**src/verilog/tbe_pkg.sv**
```systemverilog
package tbe_pkg;

  ////////////////////////////////////////////////////////////////////////////
  // widths and depths
  localparam int BYTE_W = 8;
  localparam int CODE_W = 10;
  localparam int LOW_W = 5;
  localparam int HIGH_W = 3;
  localparam int SUB6_W = 6;
  localparam int SUB4_W = 4;
  localparam int FIFO_DEPTH = 8;
  // byte, control flag, override flag, override disparity
  localparam int FIFO_W = 11;

  ////////////////////////////////////////////////////////////////////////////
  // byte fields and control characters
  localparam int LOW_LSB = 0;
  localparam int HIGH_LSB = 5;
  localparam logic [7:0] IDLE_BYTE = 8'hBC;
  localparam logic [4:0] K28_LOW = 5'h1C;
  localparam logic [4:0] K23_LOW = 5'h17;
  localparam logic [4:0] K27_LOW = 5'h1B;
  localparam logic [4:0] K29_LOW = 5'h1D;
  localparam logic [4:0] K30_LOW = 5'h1E;
  localparam logic [2:0] K7_HIGH = 3'h7;
  localparam logic [2:0] HIGH_3 = 3'h3;

  ////////////////////////////////////////////////////////////////////////////
  // sub-block codes, first transmitted bit in the msb
  localparam logic [5:0] K28_SUB6 = 6'h0F;
  localparam logic [5:0] D7_SUB6 = 6'h38;
  localparam logic [3:0] ALT7_SUB4 = 4'h7;
  localparam int SUB6_BAL_ONES = 3;
  localparam int SUB4_BAL_ONES = 2;

  ////////////////////////////////////////////////////////////////////////////
  // running disparity: 0 negative, 1 positive
  localparam logic RD_NEG = 1'b0;
  localparam logic RD_RESET = RD_NEG;
  localparam int PIPE_STAGES = 3;
  localparam int OVR_DELAY = 2;

endpackage : tbe_pkg
```
**src/verilog/tbe_link_if.sv**
```systemverilog
`timescale 1ns/10ps
interface tbe_link_if;
  logic [7:0] data;
  logic kin;
  logic enable;
  logic idle_ins;
  logic rd_in;
  logic rd_force;
  logic [9:0] code;
  logic code_valid;
  logic kerr;
  logic rd_out;
  logic rd_cascade;

  modport enc (
    input data, kin, enable, idle_ins, rd_in, rd_force,
    output code, code_valid, kerr, rd_out, rd_cascade
  );

  modport drv (
    output data, kin, enable, idle_ins, rd_in, rd_force,
    input code, code_valid, kerr, rd_out, rd_cascade
  );
endinterface : tbe_link_if

```
**src/verilog/tbe_encoder.sv**
```systemverilog
`timescale 1ns/10ps
module tbe_encoder (
  // clock, reset, enable
  input wire logic clk,
  input wire logic rst_n,
  input wire logic ce,
  // link
  tbe_link_if.enc link
);

  ////////////////////////////////////////////////////////////////////////////
  // sub-block lookups for negative running disparity

  function automatic logic [5:0] sub6_lookup(input logic [4:0] low);
    logic [5:0] c;
    c = 6'h00;
    unique case (low)
      5'h00: c = 6'h27;
      5'h01: c = 6'h1D;
      5'h02: c = 6'h2D;
      5'h03: c = 6'h31;
      5'h04: c = 6'h35;
      5'h05: c = 6'h29;
      5'h06: c = 6'h19;
      5'h07: c = 6'h38;
      5'h08: c = 6'h39;
      5'h09: c = 6'h25;
      5'h0A: c = 6'h15;
      5'h0B: c = 6'h34;
      5'h0C: c = 6'h0D;
      5'h0D: c = 6'h2C;
      5'h0E: c = 6'h1C;
      5'h0F: c = 6'h17;
      5'h10: c = 6'h1B;
      5'h11: c = 6'h23;
      5'h12: c = 6'h13;
      5'h13: c = 6'h32;
      5'h14: c = 6'h0B;
      5'h15: c = 6'h2A;
      5'h16: c = 6'h1A;
      5'h17: c = 6'h3A;
      5'h18: c = 6'h33;
      5'h19: c = 6'h26;
      5'h1A: c = 6'h16;
      5'h1B: c = 6'h36;
      5'h1C: c = 6'h0E;
      5'h1D: c = 6'h2E;
      5'h1E: c = 6'h1E;
      5'h1F: c = 6'h2B;
    endcase
    return c;
  endfunction : sub6_lookup

  function automatic logic [3:0] sub4_lookup(input logic [2:0] high);
    logic [3:0] c;
    c = 4'h0;
    unique case (high)
      3'h0: c = 4'hB;
      3'h1: c = 4'h9;
      3'h2: c = 4'h5;
      3'h3: c = 4'hC;
      3'h4: c = 4'hD;
      3'h5: c = 4'hA;
      3'h6: c = 4'h6;
      3'h7: c = 4'hE;
    endcase
    return c;
  endfunction : sub4_lookup

  ////////////////////////////////////////////////////////////////////////////
  // stage 1: input capture

  logic [7:0] byte1_r, byte1_nxt;
  logic k1_r, k1_nxt;
  logic vld1_r, vld1_nxt;

  always_comb begin
    byte1_nxt = byte1_r;
    k1_nxt = 1'b0;
    vld1_nxt = 1'b0;
    if (link.enable) begin
      byte1_nxt = link.data;
      k1_nxt = link.kin;
      vld1_nxt = 1'b1;
    end else if (link.idle_ins) begin
      byte1_nxt = tbe_pkg::IDLE_BYTE;
      k1_nxt = 1'b1;
      vld1_nxt = 1'b1;
    end
  end

  always_ff @(posedge clk or negedge rst_n) begin
    if (!rst_n) begin
      byte1_r <= 8'h00;
      k1_r <= 1'b0;
      vld1_r <= 1'b0;
    end else if (ce) begin
      byte1_r <= byte1_nxt;
      k1_r <= k1_nxt;
      vld1_r <= vld1_nxt;
    end
  end

  ////////////////////////////////////////////////////////////////////////////
  // stage 2: table lookup and control check

  logic [4:0] low1;
  logic [2:0] high1;
  logic kok1;
  logic [5:0] c6_r, c6_nxt;
  logic [3:0] c4_r, c4_nxt;
  logic d7_r, d7_nxt;
  logic x3_r, x3_nxt;
  logic k28_r, k28_nxt;
  logic kalt_r, kalt_nxt;
  logic altn_r, altn_nxt;
  logic altp_r, altp_nxt;
  logic kerr2_r, kerr2_nxt;
  logic vld2_r, vld2_nxt;

  always_comb begin
    low1 = byte1_r[tbe_pkg::LOW_LSB +: tbe_pkg::LOW_W];
    high1 = byte1_r[tbe_pkg::HIGH_LSB +: tbe_pkg::HIGH_W];
    kok1 = (low1 == tbe_pkg::K28_LOW) ||
           (high1 == tbe_pkg::K7_HIGH && (low1 == tbe_pkg::K23_LOW ||
            low1 == tbe_pkg::K27_LOW || low1 == tbe_pkg::K29_LOW ||
            low1 == tbe_pkg::K30_LOW));
    c6_nxt = (k1_r && low1 == tbe_pkg::K28_LOW) ? tbe_pkg::K28_SUB6 : sub6_lookup(low1);
    c4_nxt = sub4_lookup(high1);
    d7_nxt = (c6_nxt == tbe_pkg::D7_SUB6);
    x3_nxt = (high1 == tbe_pkg::HIGH_3);
    k28_nxt = k1_r && kok1 && low1 == tbe_pkg::K28_LOW;
    // every valid control ending in 7 uses the alternate sub-block
    kalt_nxt = k1_r && kok1 && high1 == tbe_pkg::K7_HIGH;
    // alternate x.7 avoids a run of five around the sub-block seam
    // only the x.7 tail has an alternate; other tails keep their table code
    altn_nxt = (high1 == tbe_pkg::K7_HIGH) &&
               (low1 == 5'h11 || low1 == 5'h12 || low1 == 5'h14);
    altp_nxt = (high1 == tbe_pkg::K7_HIGH) &&
               (low1 == 5'h0B || low1 == 5'h0D || low1 == 5'h0E);
    kerr2_nxt = vld1_r && k1_r && !kok1;
    vld2_nxt = vld1_r;
  end

  always_ff @(posedge clk or negedge rst_n) begin
    if (!rst_n) begin
      c6_r <= 6'h00;
      c4_r <= 4'h0;
      d7_r <= 1'b0;
      x3_r <= 1'b0;
      k28_r <= 1'b0;
      kalt_r <= 1'b0;
      altn_r <= 1'b0;
      altp_r <= 1'b0;
      kerr2_r <= 1'b0;
      vld2_r <= 1'b0;
    end else if (ce) begin
      c6_r <= c6_nxt;
      c4_r <= c4_nxt;
      d7_r <= d7_nxt;
      x3_r <= x3_nxt;
      k28_r <= k28_nxt;
      kalt_r <= kalt_nxt;
      altn_r <= altn_nxt;
      altp_r <= altp_nxt;
      kerr2_r <= kerr2_nxt;
      vld2_r <= vld2_nxt;
    end
  end

  ////////////////////////////////////////////////////////////////////////////
  // stage 3: disparity choice and output

  logic rd_r, rd_nxt;
  logic rd_cur, rd4, rd_after;
  logic unbal6, unbal4, flip6, flip4;
  logic [5:0] s6;
  logic [3:0] b4, s4;
  logic [9:0] raw;
  logic [9:0] word;
  logic [9:0] code_r, code_nxt;
  logic vld3_r, vld3_nxt;
  logic kerr3_r, kerr3_nxt;

  always_comb begin
    // override is not pipelined so a cascaded partner can feed it
    rd_cur = link.rd_force ? link.rd_in : rd_r;
    unbal6 = ($countones(c6_r) != tbe_pkg::SUB6_BAL_ONES);
    flip6 = rd_cur && (unbal6 || d7_r);
    s6 = flip6 ? ~c6_r : c6_r;
    rd4 = rd_cur ^ unbal6;
    b4 = (kalt_r || (rd4 ? altp_r : altn_r)) ? tbe_pkg::ALT7_SUB4 : c4_r;
    unbal4 = ($countones(b4) != tbe_pkg::SUB4_BAL_ONES);
    // control 28 also flips balanced tails to keep the comma unique
    flip4 = rd4 ? (unbal4 || x3_r) : (k28_r && !unbal4 && !x3_r);
    s4 = flip4 ? ~b4 : b4;
    rd_after = rd4 ^ unbal4;
    raw = {s6, s4};
    for (int i = 0; i < tbe_pkg::CODE_W; i++) begin
      word[i] = raw[tbe_pkg::CODE_W - 1 - i];
    end
    code_nxt = code_r;
    rd_nxt = rd_r;
    if (vld2_r) begin
      code_nxt = word;
      rd_nxt = rd_after;
    end
    vld3_nxt = vld2_r;
    kerr3_nxt = kerr2_r;
  end

  always_ff @(posedge clk or negedge rst_n) begin
    if (!rst_n) begin
      code_r <= 10'h000;
      rd_r <= tbe_pkg::RD_RESET;
      vld3_r <= 1'b0;
      kerr3_r <= 1'b0;
    end else if (ce) begin
      code_r <= code_nxt;
      rd_r <= rd_nxt;
      vld3_r <= vld3_nxt;
      kerr3_r <= kerr3_nxt;
    end
  end

  assign link.code = code_r;
  assign link.code_valid = vld3_r;
  assign link.kerr = kerr3_r;
  assign link.rd_out = rd_r;
  // disparity after the word now in the final stage, for the partner
  assign link.rd_cascade = vld2_r ? rd_after : rd_cur;

endmodule : tbe_encoder

```
**src/flat_wrapper.sv**
```systemverilog
// flat-port wrapper written by rule: the top's interface ports become plain ports
module tbe_encoder_flat 
  (clk, rst_n, ce, link_data, link_kin, link_enable, link_idle_ins, link_rd_in, link_rd_force, link_code, link_code_valid, link_kerr, link_rd_out, link_rd_cascade);
  tbe_link_if link_i ();
  input wire logic clk;
  input wire logic rst_n;
  input wire logic ce;
  input wire logic [$bits(link_i.data)-1:0] link_data;
  input wire logic [$bits(link_i.kin)-1:0] link_kin;
  input wire logic [$bits(link_i.enable)-1:0] link_enable;
  input wire logic [$bits(link_i.idle_ins)-1:0] link_idle_ins;
  input wire logic [$bits(link_i.rd_in)-1:0] link_rd_in;
  input wire logic [$bits(link_i.rd_force)-1:0] link_rd_force;
  output wire logic [$bits(link_i.code)-1:0] link_code;
  output wire logic [$bits(link_i.code_valid)-1:0] link_code_valid;
  output wire logic [$bits(link_i.kerr)-1:0] link_kerr;
  output wire logic [$bits(link_i.rd_out)-1:0] link_rd_out;
  output wire logic [$bits(link_i.rd_cascade)-1:0] link_rd_cascade;
  assign link_i.data = link_data;
  assign link_i.kin = link_kin;
  assign link_i.enable = link_enable;
  assign link_i.idle_ins = link_idle_ins;
  assign link_i.rd_in = link_rd_in;
  assign link_i.rd_force = link_rd_force;
  assign link_code = link_i.code;
  assign link_code_valid = link_i.code_valid;
  assign link_kerr = link_i.kerr;
  assign link_rd_out = link_i.rd_out;
  assign link_rd_cascade = link_i.rd_cascade;
  tbe_encoder u_core (.clk(clk), .rst_n(rst_n), .ce(ce), .link(link_i));
endmodule
```
**config.mk**
```make
export PLATFORM = sky130hd
export DESIGN_NAME = tbe_encoder_flat
export DESIGN_NICKNAME = d
export VERILOG_FILES = /design/src/verilog/tbe_pkg.sv /design/src/verilog/tbe_link_if.sv /design/src/verilog/tbe_encoder.sv /design/src/flat_wrapper.sv
export SDC_FILE = /design/constraint.sdc
export NUM_CORES = 1
export LEC_CHECK = 0
export ABC_AREA = 1
export BUFFER_PORTS_ARGS = -buffer_cell sky130_fd_sc_hd__buf_2
export CAP_MARGIN = 20
export CORE_ASPECT_RATIO = 0.9
export CORE_MARGIN = 2
export CORE_UTILIZATION = 35
export DETAILED_ROUTE_END_ITERATION = 10
export GPL_ROUTABILITY_DRIVEN = 0
export GPL_TIMING_DRIVEN = 0
export SETUP_SLACK_MARGIN = 0.4
export SYNTH_ARGS = -nofsm -noshare
export SYNTH_HDL_FRONTEND = slang
export SYNTH_SLANG_ARGS = --single-unit
```
**constraint.sdc**
```tcl
create_clock -name clk -period 5.7 [get_ports clk]
set_input_delay 0.285 -clock clk [delete_from_list [all_inputs] [get_ports clk]]
set_output_delay 0.285 -clock clk [all_outputs]
set_load 0.01 [all_outputs]
```
* Word-level counts from Yosys, hierarchy flattened
Memory sizes are Yosys's and may differ from the RTL's. A register that Yosys moved wholly into a read port is not among the register bits. Index checks and enable logic that the tools add are counted.
Word-level totals: bits in registers 37, bits of input ports 16, bits in read-only memories 224, logic and storage cells 89, output and inout port bits 14, memories kept 2
Memories:
- (name not given) | depth 32, width 6, rd ports 1, clocked after memory_dff 0, wr ports 0, line tbe_encoder.sv:17 | unique case (low)
- (name not given) | depth 8, width 4, rd ports 1, clocked after memory_dff 1, wr ports 0, line tbe_encoder.sv:57 | unique case (high)
Operators by class: bitwise logic cells 4, reductions and logical operators 30, mux-type cells 13, equal/unequal tests 16, $add $sub $neg 8
Operator list (number):
- 32-bit adder | 3
- 32-bit by 3-bit inequality test with 1-bit output, second input constant | 2
- 5-bit equality test, second input constant | 8
- 8-bit 2-to-1 mux | 2
- 5-bit by 4-bit equality test with 1-bit output, second input constant | 3
- 1-bit logical AND | 12
- 6-bit 2-to-1 mux | 2
- 1-bit logical OR | 11
- 1-bit by 1-bit adder with 2-bit output | 5
- 4-bit 2-to-1 mux | 2
- 1-bit 2-to-1 mux | 7
- 6-bit equality test, second input constant | 1
- 6-bit inverter | 1
- 1-bit logical NOT | 4
- 4-bit inverter | 1
- 2-bit AND reduction | 2
- 3-bit by 2-bit equality test with 1-bit output, second input constant | 1
- 3-bit equality test, second input constant | 1
- 2-bit nonzero test | 1
- 1-bit XOR | 2

* Longest topological paths before layout
depth in word-level cells 16, mapped depth 22, gate-level depth less buffers 22

* Worst setup path before layout
No wires, ideal clock.
path kind reg2out, start reg u_core.c6_r[4], end out link_rd_cascade, path buffers 0, setup slack 1.952 ns, cell stages (with the launch flop) 18, arrival time 3.463 ns, required time 5.415 ns, path through dfrtp_1 ha_1 fa_1 ha_1 nand2_1 inv_1 nand2_2 nand2_4 nand2_4 nand2_4 nand4_1 inv_1 ha_1 ha_1 fa_1 nand3_1 xor2_1 o21ai_0
On the way: word-level cells in the longest chain between the ends 12, elaborated cells on any way between the ends 13, those cells by class add/sub: 5; eq/ne: 2; mux: 3; bitwise: 2; reduce/logical: 1
RTL lines:
- start: declaration | line tbe_encoder.sv:110 | logic [5:0] c6_r, c6_nxt;
- start signal: assignment | line tbe_encoder.sv:158 | c6_r <= c6_nxt;
- 1-bit by 1-bit adder with 2-bit output (not written as such) * | line tbe_encoder.sv:188 | unbal6 = ($countones(c6_r) != tbe_pkg::SUB6_BAL_ONES);
- 32-bit adder (not written as such) * | line tbe_encoder.sv:188
- 32-bit by 3-bit inequality test with 1-bit output * | line tbe_encoder.sv:188
- 1-bit XOR * | line tbe_encoder.sv:191 | rd4 = rd_cur ^ unbal6;
- 1-bit 2-to-1 mux | line tbe_encoder.sv:192 | b4 = (kalt_r || (rd4 ? altp_r : altn_r)) ? tbe_pkg::ALT7_SUB4 : c4_r;
- 1-bit logical OR | line tbe_encoder.sv:192
- 4-bit 2-to-1 mux | line tbe_encoder.sv:192
- 1-bit by 1-bit adder with 2-bit output (not written as such) | line tbe_encoder.sv:193 | unbal4 = ($countones(b4) != tbe_pkg::SUB4_BAL_ONES);
- 32-bit adder (not written as such) | line tbe_encoder.sv:193
- 32-bit by 3-bit inequality test with 1-bit output | line tbe_encoder.sv:193
- 1-bit XOR * | line tbe_encoder.sv:197 | rd_after = rd4 ^ unbal4;
- 1-bit 2-to-1 mux * | line tbe_encoder.sv:231 | assign link.rd_cascade = vld2_r ? rd_after : rd_cur;
- end: declaration | line flat_wrapper.sv:18 | output wire logic [$bits(link_i.rd_cascade)-1:0] link_rd_cascade;
Mark *: on every way between the ends. The rest lies on a longest branch, timed or not.

* Worst setup path after layout
Ends and elaborated chain as after synthesis.

==> summary.txt <==
Routing
  • Routed WL: 5220 um
  • Wirelength per Cell: 11.7 um
  • Vias: 2,038
  • Via density: 4.58
  • First-pass DRT Iterations: 4
  • Post-DRT Antenna Nets: 0
  • Number of DRC markers in iteration 0: 69
  • Drt drc: 0

Critical path
  • Critical path endpoint category: output pin
  • Max stage delay cell, worst path: fa_1
  • Crit path launch type: flip-flop
  • Setup CP Type: flip-flop to output pin
  • FF-to-FF path depth: 19
  • Crit path max fanout: 5
  • Delay of the slowest cell on the worst path: 520 ps
  • Reg-to-reg startpoint: u_core.c6_r[4]$_DFFE_PN0P_
  • Most common cell on crit path: ha_1
  • Crit path launch: u_core.c6_r[4]$_DFFE_PN0P_
  • RR Endpoint: u_core.link.code[6]$_DFFE_PN0P_
  • CP required: 5410 ps
  • Crit path cell chain: ha_1 -> fa_1 -> ha_1 -> nand2_1 -> inv_1 -> nand2_2 -> nand2_4 -> nand3_2 -> nand4_1 -> ha_1 -> ha_1 -> fa_1 -> nand3_1 -> xor2_1 -> o21ai_0 -> buf_2
  • Crit path DAT: 3950 ps
  • FF-to-FF setup slack: 1770 ps

Placement
  • Detailed placer's ending HPWL: 4060 um
  • Port Buffer Count: 28
  • Post-Place Setup Slack: 1760 ps

Synth
  • Cell taking the most area after synthesis: dfrtp_1
  • Ys Warns: 0
  • Distinct cell type count after synthesis: 32
  • Post-Synth Adder-Cell Area: 8.76%
  • Synth area leaders: dfrtp_1 40%, nand2_1 12%, ha_1 6.4%, inv_1 4.4%, nand3_1 3.5%
  • Synthesized net count: 349
  • Synth Area in XOR/XNOR: 2.41%
  • Sequential-to-total area share from yosys stat: 40.3%
  • Synth Instances: 317
  • Post-Synth Simple-Gate Area: 29.0%
  • Post-synthesis compound-gate area fraction: 11.8%
  • Synth top area share: 40.3%
  • Post-synthesis mux area share: 0%
  • Syn avg cell area: 8.02 um^2
  • Flops & latches, synth: 41
  • Post-Syn Area: 2540 um^2
  • Largest family of logic cells by synthesized area: simple AND/OR/NAND/NOR gates

Timing
  • Final hold violation count: 0
  • Min Tclk post-route: 4240 ps
  • Final WS setup: 1460 ps
  • Hold_ws: 114 ps
  • Final setup violation count: 0
  • Slew HR: 40.5%
  • Fmax: 236 MHz
  • Unrepaired setup endpoints after global routing: no
  • Setup TNS: 0 ps
  • Max Clock Skew: 6.64 ps
  • Worst Max-Slew Pin Slew: 892 ps
  • Slew Limit Fails: 0
  • Final Cycle Share: 74.3%

Layout
  • Layout area overhead: 14.2%
  • Sequential Area: 1030 um^2
  • Inserted Diodes: 0
  • Nets@finish: 384
  • Filler Cell Count: 739
  • Ratio of cells with drive above 1 in the final layout: 21.3%
  • Multi-input logic area: 1320 um^2

Power
  • Clock share of power: 20.3%
  • PwrDens: 380 nW/um^2
  • Overall power: 0.00110 W
  • Switching Fraction: 39.4%
  • Sw power: 0.000435 W
  • Seq pwr share: 35.6%
  • Peak VDD IR: 134 uV
  • Comb pwr share: 44.0%
  • Int Pwr: 0.000669 W
  • Static Leak: 1.52 nW

Clocking
  • CTS sink count: 41
  • Clock slew at reported path FFs: 80 ps
  • Cts hold-fix bufs: 0
  • Clock buffer depth: 2
  • Clock root cell: clkbuf_8
  • Worst-skew pair later-pin latency: 290 ps
  • CTS buffer count: 5
  • Post-cts resize count: 0
  • H-Tree Depth: 2
  • TritonCTS clock tree: built
  • Post-CTS Setup Repair Bufs: 0

Floorplan
  • Core area: 7040 um^2
  • Cell Rows: 29
  • Chip width: 93.9 um
  • Die area: 7970 um^2
  • Top Ports: 30
  • Initial core utilization: 36.1%
  • Die height: 84.9 um

Worst hold path
  • Path type of the worst min-delay path: input pin to asynchronous set/reset pin

Flow run
  • Maxcap violations: 0

Global routing
  • Vias in the first global route: 1,998
  • Largest net degree at the start of global routing: 42
  • Global-route usage over all layers: 14.6%
  • First-pass GRT wire length: 9400 um
  • Initial antenna violation count: 0
  • GRT Residual Overflow: 0

Status
  • Status: finished clean
-- metal layers --
metal	vias up	share of wire, %	track usage (%)
li1	1093	-	-
met1	904	54	21.9
met3	5	3.9	3.02
met2	36	42	21.5
met4	0	0.84	3.95
met5	-	0	0
-- cell type report --
type	instances	area share [%]
sequential	41	35.3
buffer	9	1.81
tap	93	4.01
clock buffer	5	2.37
timing repair buffer	28	4.83
inverter	38	5.00
clock inverter	2	1.21
multi-input combinational	229	45.5
-- sequential cells by signal, summed over array words and instances (netlist names) --
| name | flops |
|---|---|
| u_core.altn_r | 1 |
| u_core.altp_r | 1 |
| u_core.byte1_r | 8 |
| u_core.c4_r | 4 |
| u_core.c6_r | 6 |
| u_core.d7_r | 1 |
| u_core.k1_r | 1 |
| u_core.k28_r | 1 |
| u_core.kalt_r | 1 |
| u_core.kerr2_r | 1 |
| u_core.link.code | 10 |
| u_core.link.code_valid | 1 |
| u_core.link.kerr | 1 |
| u_core.link.rd_out | 1 |
| u_core.vld1_r | 1 |
| u_core.vld2_r | 1 |
| u_core.x3_r | 1 |
-- metrics by stage --
stage	instance area [um^2]	util, %	cells
2_1_floorplan	2540	-	317
3_3_place_gp	2800	39.8	438
3_5_place_dp	2800	39.8	438
4_1_cts	2900	41.3	445
5_1_grt	2900	41.3	445
6_report	2900	41.3	445
-- critical path: cells and delay by family, from the launching register on --
kind                     cells  cell delay, ps
AO/OA/AOI/OAI                1             140
adder cells (fa/ha/maj)      6            2090
XOR/XNOR                     1             170
buffers and inverters        2             210
AND/OR/NAND/NOR              6             650
flip-flops                   1             410
-- cells by family (layout without fill, tap and decap cells) --
kind of cell,after synthesis,count (layout)
AOI/OAI and AO/OA,51,51
xor gates and xnor gates,7,7
adders and majority gates,16,16
buffers and inverters,47,82
DFF,41,41
and+or+nand+nor,155,155
-- Yosys cell counts, drive strengths merged --
cell type / instances
dfrtp: 41
a21oi: 9
nand4: 9
nor3: 2
inv: 38
nand3: 20
o21ai: 31
o22ai: 4
o21a: 1
fa: 3
o31ai: 1
ha: 13
a211oi: 1
nand2: 98
nor2: 26
a31oi: 4
xor2: 7
buf: 7
clkbuf: 2
-- power by group through the flow --
stage / sequential, W / combinational [W] / clock [W]
2_1_floorplan: 0.000414 / 0.000352 / 0
3_3_place_gp: 0.000397 / 0.000478 / 0
3_5_place_dp: 0.000400 / 0.000491 / 0
4_1_cts: 0.000394 / 0.000494 / 0.000234
5_1_grt: 0.000402 / 0.000570 / 0.000244
6_report: 0.000393 / 0.000486 / 0.000225
-- how the worst max path moves through the flow --
stage | to | slack [ps] | depth (start not counted)
6_report | link_rd_cascade | 1460 | 16
5_1_grt | link_rd_cascade | 1190 | 16
4_1_cts | link_rd_cascade | 1420 | 16
3_5_place_dp | link_rd_cascade | 1760 | 16
3_3_place_gp | link_rd_cascade | 1770 | 18
2_1_floorplan | link_rd_cascade | 1950 | 17
-- layout by cell type (no fill, tap or decap), types with 2 or more instances in the layout --
master	count
buf_1	2
o21ai_1	9
clkbuf_8	5
o22ai_1	4
dfrtp_1	41
o21ai_2	3
a31oi_1	4
xor2_1	7
nor3_1	2
nor2_2	2
nand2_2	9
o21ai_0	18
buf_2	31
clkbuf_1	2
nand3_2	2
inv_1	30
buf_6	2
nor2_4	3
nand2_1	83
fa_1	3
a21oi_1	8
nand2_4	6
ha_1	13
inv_2	7
nand4_1	9
nand3_1	18
nor2_1	21
No activity file was read; power rests on OpenSTA's default activity.
